--- src/bpc_pkg.sv ---
// Package of offsets, field positions and reset values for the bridge power and clock control block
`default_nettype none
package bpc_pkg;
	// ****************************************
	// Register offsets (configuration byte addresses)
	// ****************************************
	localparam logic [7:0] GEN_CTRL_OFFSET = 8'hD4;
	localparam logic [7:0] CLK_DIS_OFFSET = 8'hD8;
	// ****************************************
	// General control field positions
	// ****************************************
	localparam int PREFETCH_OFF_BIT = 19;
	localparam int LS_EXIT_LSB = 16;
	localparam int DS_EXIT_LSB = 13;
	localparam int VC_ON_BIT = 12;
	localparam int STOP_D3_BIT = 11;
	localparam int BEACON_BIT = 10;
	localparam int PWR_SCALE_LSB = 8;
	localparam int PWR_VALUE_LSB = 0;
	localparam int LOW_FIELDS_W = 20;
	// ****************************************
	// Reset values and constant answers
	// ****************************************
	localparam logic [2:0] LS_EXIT_RESET = 3'h6;
	localparam logic [2:0] DS_EXIT_RESET = 3'h6;
	localparam logic [1:0] PWR_SCALE_RESET = 2'h0;
	localparam logic [7:0] PWR_VALUE_RESET = 8'h00;
	localparam logic [7:0] CLK_DIS_RESET = 8'h00;
	localparam logic [6:0] CLK_DIS_MASK = 7'h7F;
	localparam logic [11:0] AER_NEXT_VC = 12'h150;
	localparam logic [11:0] AER_NEXT_NONE = 12'h000;
	// Burst read fetch length: to cache line end, or one doubleword
	localparam logic PREFETCH_LINE = 1'b0;
	localparam logic PREFETCH_DWORD = 1'b1;
	localparam int NUM_CLK_OUT = 7;
endpackage
`default_nettype wire

--- src/bpc_clk_gate.sv ---
// Glitch-free gate for one secondary clock output
`timescale 1ns/1ps
`default_nettype none
module bpc_clk_gate (
	input wire logic mclk,
	input wire logic rst_n,
	input wire logic disable_req,
	output logic secondary_clock_pin
);
	logic enable_q;
	logic enable_d;
	logic phase_q;
	logic phase_d;

	// ****************************************
	// Divided clock and enable update at low phase
	// ****************************************
	always_comb begin
		phase_d = ~phase_q;
		enable_d = enable_q;
		if (!phase_d) begin
			enable_d = ~disable_req;
		end
	end

	always_ff @(posedge mclk or negedge rst_n) begin
		if (!rst_n) begin
			phase_q <= 1'b0;
			enable_q <= 1'b1;
			secondary_clock_pin <= 1'b0;
		end else begin
			phase_q <= phase_d;
			enable_q <= enable_d;
			secondary_clock_pin <= phase_d & enable_d;
		end
	end
endmodule
`default_nettype wire

--- src/bpc_top.sv ---
// Bridge general control low fields and secondary clock output disable register
// Notes on behaviour
// Prefetch-off clear fetches to cache line end; set fetches one doubleword.
// Light-sleep exit delay bits 18:16 mirror into capability bits 8:6, reset 110.
// Light-sleep codes: 000 below 64 ns, doubling, 110 two to four us, 111 above.
// Deep-sleep exit delay bits 15:13 mirror into capability bits 11:9, reset 110.
// Virtual channel bit set makes error capability next offset 150h, else 000h.
// Stop-in-D3 bit set stops secondary clocks in D3; clear keeps them running.
// Beacon bit clear wakes by WAKE only; set uses beacon and WAKE.
// Power scale bits 9:8: 00 1.0x, 01 0.1x, 10 0.01x, 11 0.001x.
// Power value bits 7:0 reset to 00h; requirement is value times scale.
// Marked bits clear on fundamental reset, global reset or power-on reset.
// Sticky bits keep values across those resets while on auxiliary power; power-on reset (rst_n) still clears them here.
// Clock register bits 6..0 each disable the matching secondary clock output.
// Clock register at D8h, eight bits, resets to 00h.
// Clock register bit 7 reads zero and ignores writes.
// Clock outputs start and stop only during a low phase.
`timescale 1ns/1ps
`default_nettype none
module bpc_top #(
	parameter int NUM_CLK = bpc_pkg::NUM_CLK_OUT
) (
	input wire logic mclk,
	input wire logic rst_n,
	input wire logic fundamental_reset_n,
	input wire logic global_reset_in,
	input wire logic aux_powered,
	input wire logic cfg_wr,
	input wire logic cfg_rd,
	input wire logic [7:0] cfg_addr,
	input wire logic [3:0] cfg_be,
	input wire logic [31:0] cfg_wdata,
	input wire logic in_d3,
	output logic [31:0] cfg_rdata,
	output logic prefetch_off,
	output logic [2:0] cap_light_sleep_exit_delay,
	output logic [2:0] cap_deep_sleep_exit_delay,
	output logic [11:0] aer_next_offset,
	output logic beacon_wake_on,
	output logic [1:0] min_power_scale,
	output logic [7:0] min_power_value,
	output logic [NUM_CLK-1:0] secondary_clock_pin
);
	// ****************************************
	// Parameter check
	// ****************************************
	if (NUM_CLK < 1 || NUM_CLK > bpc_pkg::NUM_CLK_OUT) begin : g_bad_num_clk
		$error("NUM_CLK must be 1 to 7");
	end

	// ****************************************
	// Register images and reset value
	// ****************************************
	// Low twenty bits of general control, as stored
	typedef logic [bpc_pkg::LOW_FIELDS_W-1:0] bpc_gen_type;

	// Reset image built from the field constants, so a moved field cannot skew the rest
	localparam bpc_gen_type GEN_RESET = (bpc_gen_type'(bpc_pkg::LS_EXIT_RESET) << bpc_pkg::LS_EXIT_LSB)
		| (bpc_gen_type'(bpc_pkg::DS_EXIT_RESET) << bpc_pkg::DS_EXIT_LSB)
		| (bpc_gen_type'(bpc_pkg::PWR_SCALE_RESET) << bpc_pkg::PWR_SCALE_LSB)
		| (bpc_gen_type'(bpc_pkg::PWR_VALUE_RESET) << bpc_pkg::PWR_VALUE_LSB);

	bpc_gen_type gen_q;
	bpc_gen_type gen_d;
	logic [7:0] clk_dis_q;
	logic [7:0] clk_dis_d;
	logic [31:0] rdata_d;
	logic soft_clear;
	logic stop_all;
	logic [31:0] gen_wmask;

	// Decoded access strobes
	logic wr_gen;
	logic wr_clk;
	logic rd_gen;
	logic rd_clk;

	// Next values of the registered field outputs
	logic prefetch_off_d;
	logic [2:0] cap_ls_delay_d;
	logic [2:0] cap_ds_delay_d;
	logic [11:0] aer_next_d;
	logic beacon_wake_d;
	logic [1:0] min_power_scale_d;
	logic [7:0] min_power_value_d;

	// Per-output stop requests
	logic [NUM_CLK-1:0] clk_off_req;

	// ****************************************
	// Reset events other than power-on
	// ****************************************
	always_comb begin
		soft_clear = ~fundamental_reset_n | global_reset_in;
	end

	// ****************************************
	// Address decode
	// ****************************************
	always_comb begin
		wr_gen = 1'b0;
		wr_clk = 1'b0;
		rd_gen = 1'b0;
		rd_clk = 1'b0;
		if (cfg_addr == bpc_pkg::GEN_CTRL_OFFSET) begin
			wr_gen = cfg_wr;
			rd_gen = cfg_rd;
		end else if (cfg_addr == bpc_pkg::CLK_DIS_OFFSET) begin
			wr_clk = cfg_wr & cfg_be[0];
			rd_clk = cfg_rd;
		end
	end

	// ****************************************
	// Register write and soft reset
	// ****************************************
	always_comb begin
		gen_wmask = {{8{cfg_be[3]}}, {8{cfg_be[2]}}, {8{cfg_be[1]}}, {8{cfg_be[0]}}};
		gen_d = gen_q;
		clk_dis_d = clk_dis_q;
		if (wr_gen) begin
			gen_d = (gen_q & ~gen_wmask[bpc_pkg::LOW_FIELDS_W-1:0])
				| (cfg_wdata[bpc_pkg::LOW_FIELDS_W-1:0] & gen_wmask[bpc_pkg::LOW_FIELDS_W-1:0]);
		end else if (wr_clk) begin
			clk_dis_d = {1'b0, cfg_wdata[bpc_pkg::NUM_CLK_OUT-1:0] & bpc_pkg::CLK_DIS_MASK};
		end
		if (soft_clear) begin
			gen_d[bpc_pkg::PREFETCH_OFF_BIT] = 1'b0;
			gen_d[bpc_pkg::LS_EXIT_LSB +: 3] = bpc_pkg::LS_EXIT_RESET;
			gen_d[bpc_pkg::DS_EXIT_LSB +: 3] = bpc_pkg::DS_EXIT_RESET;
			gen_d[bpc_pkg::VC_ON_BIT] = 1'b0;
			gen_d[bpc_pkg::PWR_SCALE_LSB +: 2] = bpc_pkg::PWR_SCALE_RESET;
			gen_d[bpc_pkg::PWR_VALUE_LSB +: 8] = bpc_pkg::PWR_VALUE_RESET;
			clk_dis_d = bpc_pkg::CLK_DIS_RESET;
			if (!aux_powered) begin
				gen_d[bpc_pkg::STOP_D3_BIT] = 1'b0;
				gen_d[bpc_pkg::BEACON_BIT] = 1'b0;
			end
		end
	end

	// ****************************************
	// Read data mux
	// ****************************************
	always_comb begin
		rdata_d = 32'h0000_0000;
		if (rd_gen) begin
			rdata_d[bpc_pkg::LOW_FIELDS_W-1:0] = gen_q;
		end else if (rd_clk) begin
			rdata_d[bpc_pkg::NUM_CLK_OUT-1:0] = clk_dis_q[bpc_pkg::NUM_CLK_OUT-1:0];
		end
	end

	// ****************************************
	// Registers
	// ****************************************
	always_ff @(posedge mclk or negedge rst_n) begin
		if (!rst_n) begin
			gen_q <= GEN_RESET;
			clk_dis_q <= bpc_pkg::CLK_DIS_RESET;
			cfg_rdata <= 32'h0000_0000;
		end else begin
			gen_q <= gen_d;
			clk_dis_q <= clk_dis_d;
			cfg_rdata <= rdata_d;
		end
	end

	// ****************************************
	// Field output next values
	// ****************************************
	always_comb begin
		prefetch_off_d = gen_q[bpc_pkg::PREFETCH_OFF_BIT] ? bpc_pkg::PREFETCH_DWORD : bpc_pkg::PREFETCH_LINE;
		cap_ls_delay_d = gen_q[bpc_pkg::LS_EXIT_LSB +: 3];
		cap_ds_delay_d = gen_q[bpc_pkg::DS_EXIT_LSB +: 3];
		aer_next_d = gen_q[bpc_pkg::VC_ON_BIT] ? bpc_pkg::AER_NEXT_VC : bpc_pkg::AER_NEXT_NONE;
		beacon_wake_d = gen_q[bpc_pkg::BEACON_BIT];
		min_power_scale_d = gen_q[bpc_pkg::PWR_SCALE_LSB +: 2];
		min_power_value_d = gen_q[bpc_pkg::PWR_VALUE_LSB +: 8];
	end

	// ****************************************
	// Decoded outputs, all registered
	// ****************************************
	always_ff @(posedge mclk or negedge rst_n) begin
		if (!rst_n) begin
			prefetch_off <= bpc_pkg::PREFETCH_LINE;
			cap_light_sleep_exit_delay <= bpc_pkg::LS_EXIT_RESET;
			cap_deep_sleep_exit_delay <= bpc_pkg::DS_EXIT_RESET;
			aer_next_offset <= bpc_pkg::AER_NEXT_NONE;
			beacon_wake_on <= 1'b0;
			min_power_scale <= bpc_pkg::PWR_SCALE_RESET;
			min_power_value <= bpc_pkg::PWR_VALUE_RESET;
		end else begin
			prefetch_off <= prefetch_off_d;
			cap_light_sleep_exit_delay <= cap_ls_delay_d;
			cap_deep_sleep_exit_delay <= cap_ds_delay_d;
			aer_next_offset <= aer_next_d;
			beacon_wake_on <= beacon_wake_d;
			min_power_scale <= min_power_scale_d;
			min_power_value <= min_power_value_d;
		end
	end

	// ****************************************
	// Secondary clock outputs
	// ****************************************
	always_comb begin
		stop_all = gen_q[bpc_pkg::STOP_D3_BIT] & in_d3;
		clk_off_req = clk_dis_q[NUM_CLK-1:0] | {NUM_CLK{stop_all}};
	end

	// One gate per output; each holds its enable until a low phase
	for (genvar i = 0; i < NUM_CLK; i++) begin : g_clk
		bpc_clk_gate u_gate (
			.mclk(mclk),
			.rst_n(rst_n),
			.disable_req(clk_off_req[i]),
			.secondary_clock_pin(secondary_clock_pin[i])
		);
	end
endmodule
`default_nettype wire

--- config.mk ---
export PLATFORM = sky130hd
export DESIGN_NAME = bpc_top
export DESIGN_NICKNAME = d
export VERILOG_FILES = /design/src/bpc_pkg.sv /design/src/bpc_clk_gate.sv /design/src/bpc_top.sv
export SDC_FILE = /design/constraint.sdc
export NUM_CORES = 1
export LEC_CHECK = 0
export BUFFER_PORTS_ARGS = -buffer_cell sky130_fd_sc_hd__clkbuf_2
export CAP_MARGIN = 20
export CORE_UTILIZATION = 49
export DETAILED_ROUTE_END_ITERATION = 6
export PLACE_DENSITY = 0.79
export SYNTH_ARGS = -nofsm -noshare
export SYNTH_HDL_FRONTEND = slang
export SYNTH_SLANG_ARGS = --single-unit
export TNS_END_PERCENT = 1
--- constraint.sdc ---
create_clock -name mclk -period 1.05 [get_ports mclk]
set_input_delay 0.0525 -clock mclk [delete_from_list [all_inputs] [get_ports mclk]]
set_output_delay 0.0525 -clock mclk [all_outputs]
set_load 0.02 [all_outputs]
==> results.md, run 1 <==
- 1st-iter DRT viols: ~140
- Worst reg2reg setup slack: 0.06 ns
- Yosys top cell area share: 52.5%
- Vias in the first global route: around 2.1k
- Post-synthesis mux area share: around 7.9%
- H-tree levels: 3
- DIE WIDTH: approximately 86 um
- Dpl ws: -0.245 ns
- Core Rows: 30
- Crit path kind: flip-flop to output pin
- Min Tclk post-route: approximately 1.1 ns
- VDD IR-drop max: 525 uV
- CP max stage cell: dfstp_2
- Tot GR Track Use: 18.4%
- Maxcap violations: 0
- CTS tree: built
- Clk_skew: approximately 0.012 ns
- Post-CTS setup buffers: 0
- Yosys cell types: 26
- Worst-path maximum fanout: 1
- Worst hold path startpoint: aux_powered
- Hold depth: 3
- Worst Path Required: 1.00 ns
- DRC viols: 0
- Adder-cell share of the synthesized area: 0%
- Post-Syn Instances: 270
- Final HPWL DP: roughly 4300 um
- HP Class: input pin to flip-flop
- Compound-cell area share of the yosys netlist: 3.65%
- Leading post-synthesis cells by cell area: dfrtp_1 53%, dfstp_2 11%, mux2i_1 7.9%, buf_4 6.8%, nand2_1 3.9%
- PD cells: ~1400 nW/um2
- Min-Delay Endpoint: gen_q[11]
- Initial antenna violation count: 0
- Final WS setup: -0.00911 ns
- Antenna Diode Count: 0
- GPL Wtd Cong: 0.727
- Root Driver: clkbuf_8
- Clock sinks: 87
- Share of cells above drive strength 1: 34.6%
- Skew-Pair Late Insertion Delay: 0.36 ns
- Initial core utilization: between 50 and 60%
- Leakage: 2.19 nW
- Worst path cell trace: buf_8
- Wirelength, routed: 6340 um
- Boundary Pins: about 120
- Share of the yosys chip area belonging to registers: 64.0%
- Setup TNS: -0.0296 ns
- Startpoint Class: flip-flop
- Unrepaired setup endpoints after global routing: yes
- Final-report setup violation count: 4
- Drt via density: ~4.5
- Crit share post-route: 101%
- Worst reg2reg path depth: 2
- Drt wl/cell: 13.3 um
- FF+latch count, synth: 87
- Commonest cells after routing, fill and taps aside: 81 x clkbuf_2, 72 x dfrtp_1, 36 x nand2_1
- Xor/xnor share of the synthesized area: 0%
- Number of routed nets with antenna violations: 0
- Area grow syn2layout: 26.0%
- Final max-slew violation count: 0
- CTS Buffer Depth: 2
- CP delay by family, top: flip-flops
- Worst Path Buf+Inv: 1
- First-pass GRT wire length: roughly 10000 um
- Synth area leader: dfrtp_1
- Violated checks: setup timing
- CTS clk-pin slew, worst paths: 0.09 ns
- Largest net degree at the start of global routing: 40
- CP peak stage delay: roughly 0.55 ns
- Largest family of logic cells by synthesized area: simple AND/OR/NAND/NOR gates
- Commonest non-fill, non-tap cell in the layout: clkbuf_2
- WP data arrival: 1.01 ns
- Die height: 85.7 um
- R2r startpoint: gen_q[11]
- Congestion Overflow GR: 0
- Ys Warns: 0
- TritonCTS Buffers: 9
- DR vias: 2153
- Cell area after synthesis: 3430 um2
- Post-Synth Simple-Gate Area: 14.4%
- Router iterations before antenna repair: 4
- Synthesized area per cell: 12.7 um2
- DIE AREA: 7340 um2
- CP endpoint kind: output pin
- Final Hold Fails: 0
- Port bufs: 86
- Status: complete, but fails checks
- NumNets Final: 429
- Top achievable clock speed: 0.944 GHz
- Core footprint: slightly below 7000 um2
-- synth_stat cells --
cell,count
buf_6,1
o21bai_1,7
dfrtp_1,72
inv_1,7
nor4b_4,2
conb_1,1
nand4_4,1
nor2b_1,8
buf_1,1
dfstp_2,15
a22oi_1,7
nand2_1,36
buf_2,1
and3_1,1
buf_4,31
o21ai_0,4
and4_4,2
and4_1,1
buf_12,2
clkbuf_1,4
and4b_1,1
and2_1,14
nand2b_1,8
mux2i_1,27
nor2_1,15
clkbuf_2,1
-- sequential cells by signal, summed over array words and instances (netlist names), named ones only --
signal	count
aer_next_offset	1
prefetch_off	1
g_clk.u_gate.phase_q	7
cfg_rdata	20
g_clk.u_gate.secondary_clock_pin	7
min_power_value	8
cap_deep_sleep_exit_delay	3
cap_light_sleep_exit_delay	3
clk_dis_q	7
min_power_scale	2
beacon_wake_on	1
gen_q	20
-- kinds of logic (layout without fill, tap and decap cells) --
logic type	Yosys count	after routing
and+or+nand+nor	89	89
DFF	87	87
buffers and inverters	48	140
other	1	21
AOI/OAI and AO/OA	18	18
muxes	27	27
-- final cells by class --
class / count / area, um2
Multi-Input combinational cell: 155 / 972
Sequential cell: 87 / 2200
Clock inverter: 5 / 56.3
Clock buffer: 11 / 141
Inverter: 7 / 26.3
Fill cell: 555 / 2470
Tap cell: 96 / 120
Timing Repair Buffer: 117 / 808
-- power breakdown --
| part | internal [mW] | switching, mW |
|---|---|---|
| clock | 1.17 | 1.16 |
| combinational | 0.156 | 0.232 |
| sequential | 3.35 | 0.000474 |
-- worst register-to-register path, cell delays in order, from the launching register on --
cell and delay [ns]:
dfrtp_1 0.36, and2_1 0.40, o21bai_1 0.15
-- through the flow --
| stage | total power [mW] | area, um2 | std cells | util, % | hold slack [ns] |
|---|---|---|---|---|---|
| 4_1_cts | 6.10 | 4320 | 478 | 63.5 | 0.0443 |
| 3_5_place_dp | 3.75 | 3870 | 441 | 57.0 | -0.0523 |
| 2_1_floorplan | 3.60 | 3500 | 290 | - | -0.243 |
| 6_report | 6.06 | 4320 | 478 | 63.6 | 0.0459 |
| 3_3_place_gp | 3.74 | 3870 | 441 | 57.0 | -0.0557 |
| 5_1_grt | 6.26 | 4320 | 478 | 63.6 | 0.0782 |
-- layer usage --
layer  part of all wire (%)  up-vias  GRT usage (%)  wire length [um]
met5                      0        -              0                 0
met2                     49       68           29.3              3080
met3                    3.6       12           2.89               229
li1                       -     1031              -                 -
met4                    2.2        0           9.55               138
met1                     46     1042           24.6              2890
-- repair_timing --
item                                   4_1_cts  5_1_grt
hold buffers                                21        0
setup endpoints to repair                    4        4
gates resized for setup                      8        4
gates cloned                                 0        0
pin swaps                                    0        0
endpoints found under the hold margin      101        0
-- how the worst max path moves through the flow --
stage | start | end | slack (ns) | depth (start not counted)
floorplan | cfg_addr[0] | gen_q[14] | -0.007 | 5
global placement | cfg_addr[1] | gen_q[14] | -0.17 | 4
detailed placement | cfg_addr[1] | gen_q[15] | -0.24 | 4
CTS | cap_deep_sleep_exit_delay[1] | cap_deep_sleep_exit_delay[1] | -0.04 | 1
global route | cap_deep_sleep_exit_delay[1] | cap_deep_sleep_exit_delay[1] | -0.03 | 1
finish | cap_deep_sleep_exit_delay[1] | cap_deep_sleep_exit_delay[1] | -0.009 | 1
Power figures use the tool's default switching activity.
==> run 2: changes to the inputs <==
--- a/config.mk
+++ b/config.mk
@@ -9,6 +9,7 @@
 export CAP_MARGIN = 20
 export CORE_UTILIZATION = 49
 export DETAILED_ROUTE_END_ITERATION = 6
+export MAX_ROUTING_LAYER = met4
 export PLACE_DENSITY = 0.79
 export SYNTH_ARGS = -nofsm -noshare
 export SYNTH_HDL_FRONTEND = slang
==> constraint.sdc (replaced) <==
create_clock -name mclk -period 0.99 [get_ports mclk]
set_input_delay 0.0495 -clock mclk [delete_from_list [all_inputs] [get_ports mclk]]
set_output_delay 0.0495 -clock mclk [all_outputs]
set_load 0.02 [all_outputs]
==> results.md, run 2 (synthesis results as in run 1) <==
- CP endpoint kind: output pin
- Unrepaired setup endpoints after global routing: yes
- Clock sinks: 87 (unchanged)
- Top achievable clock speed: 0.954 GHz
- Tot GR Track Use: 19.4% (+1.0 points)
- Final hold slack: 0.0415 ns (-0.00439 ns)
- Core footprint: 6790 um2 (unchanged)
- Dpl ws: -0.286 ns (-0.0419 ns)
- CTS tree: built
- Worst Path Buf+Inv: 1 (unchanged)
- CTS clk-pin slew, worst paths: 0.08 ns (about the same)
- Core Rows: 30 (unchanged)
- Final WS setup: -0.0587 ns (-0.0496 ns)
- Initial antenna violation count: 0 (unchanged)
- Area grow syn2layout: 27.8%
- Post-CTS setup buffers: 0 (unchanged)
- Skew-Pair Late Insertion Delay: 0.35 ns (about the same)
- Router iterations before antenna repair: 4 (unchanged)
- DIE WIDTH: 85.7 um (unchanged)
- Drt wl/cell: 13.4 um (+0.82%)
- DIE AREA: 7340 um2 (unchanged)
- Status: complete, but fails checks
- Number of routed nets with antenna violations: 0 (unchanged)
- Port bufs: 86 (unchanged)
- PD cells: 1520 nW/um2 (+8.0%)
- Share of cells above drive strength 1: 35.3% (+0.77 points)
- HP Class: input pin to flip-flop
- Startpoint Class: flip-flop
- Drt via density: 4.58 (+1.7%)
- Final-report setup violation count: 4 (unchanged)
- 1st-iter DRT viols: 122 (-12%)
- GPL Wtd Cong: 0.728 (+0.11%)
- Boundary Pins: 121 (unchanged)
- Antenna Diode Count: 0 (unchanged)
- Fillers: 519 (-6.5%)
- DRC viols: 0 (unchanged)
- H-tree levels: 3 (unchanged)
- CTS Buffer Depth: 2 (unchanged)
- Final Hold Fails: 0 (unchanged)
- First-pass GRT wire length: 10300 um (+2.6%)
- Clk_skew: 0.00910 ns (-0.00243 ns)
- Commonest non-fill, non-tap cell in the layout: clkbuf_2
- Wirelength, routed: 6430 um (+1.5%)
- Crit path kind: flip-flop to output pin
- NumNets Final: 432 (+0.70%)
- Worst path cell trace: buf_8
- CP delay by family, top: flip-flops
- Final HPWL DP: 4380 um (+2.1%)
- DR vias: 2203 (+2.3%)
- Congestion Overflow GR: 0 (unchanged)
- Initial core utilization: 50.5% (unchanged)
- Maxcap violations: 0 (unchanged)
- Top flop regs: cfg_rdata (20), gen_q (20), min_power_value (8)
- Min Tclk post-route: 1.05 ns
- Commonest cells after routing, fill and taps aside: 78 x clkbuf_2, 72 x dfrtp_1, 36 x nand2_1
- Root Driver: clkbuf_8
- Register Area: 2200 um2 (unchanged)
- Worst-path maximum fanout: 1 (unchanged)
- VDD IR-drop max: 766 uV (+46%)
- Worst Path Required: 0.94 ns (-0.06 ns)
- Tot Pwr: 6.64 mW (+9.6%)
- TritonCTS Buffers: 9 (unchanged)
- Crit share post-route: 106%
- Final max-slew violation count: 0 (unchanged)
- Vias in the first global route: 2073 (+0.58%)
- Die height: 85.7 um (unchanged)
- Violated checks: setup timing
- WP data arrival: 1.00 ns (about the same)
- Multi-input gate area: 972 um2 (unchanged)
- Setup TNS: -0.215 ns (-0.186 ns)
- CP peak stage delay: 0.55 ns (about the same)
- CP max stage cell: dfstp_2
- Leakage: 2.22 nW (+1.7%)
- Largest net degree at the start of global routing: 40 (unchanged)
## run 2: changes by cell type in the layout (fill, tap and decap cells not counted)
cell and change:
buf_12 +1, buf_2 +3, buf_4 +2, clkbuf_1 -1, clkbuf_2 -3, clkbuf_8 +3, clkinv_2 -2, clkinv_4 +1
clkinvlp_4 -1
## run 2: worst paths after layout
kind	startpoint	endpoint	slack [ns]	cells past startpoint
worst max-delay path	cap_light_sleep_exit_delay[1]	cap_light_sleep_exit_delay[1]	-0.06	1
worst min-delay path	aux_powered	gen_q[10]	0.04	3
worst max register to register	gen_q[11]	flip-flop	0.07	3
worst min register to register	gen_q[18]	cap_light_sleep_exit_delay[2]	0.38	0
max in group asynchronous	rst_n	asynchronous set/reset pin	0.34	3
min in group asynchronous	rst_n	g_clk[5].u_gate.secondary_clock_pin	0.12	2
## run 2: cell type report
| type | count | area share [%] |
|---|---|---|
| tap | 96 | 2.74 |
| multi-input combinational | 155 | 22.2 |
| timing repair buffer | 120 | 19.2 |
| clock inverter | 3 | 1.08 |
| clock buffer | 13 | 4.08 |
| sequential | 87 | 50.1 |
| inverter | 7 | 0.599 |
## run 2: repair_timing
action	4_1_cts	5_1_grt
resized for setup	8	7
setup endpoints to repair	4	7
hold buffers	21	0
hold endpoints to repair	101	0
## run 2: stage by stage
stage / util, % / instances / instance area (um2)
after floorplan: - / 290 / 3500
after global placement: 57.5 / 444 / 3910
after detailed placement: 57.5 / 444 / 3910
after CTS: 64.5 / 481 / 4380
after global routing: 64.5 / 481 / 4380
final: 64.5 / 481 / 4380
## run 2: report_power, final
group | total [mW] | switching, mW | internal, mW
Clock | 2.67 | 1.21 | 1.46
Combinational | 0.418 | 0.248 | 0.170
Sequential | 3.56 | 0.000510 | 3.55
Total | 6.64 | 1.46 | 5.18
## run 2: routing by layer
metal  global-route usage (%)  vias up  routed length, um
met5                        -        -                  0
met4                     9.09        0                124
met1                     25.1     1063               2790
li1                         -     1044                  -
met3                     3.46       16                279
met2                     30.1       80               3240
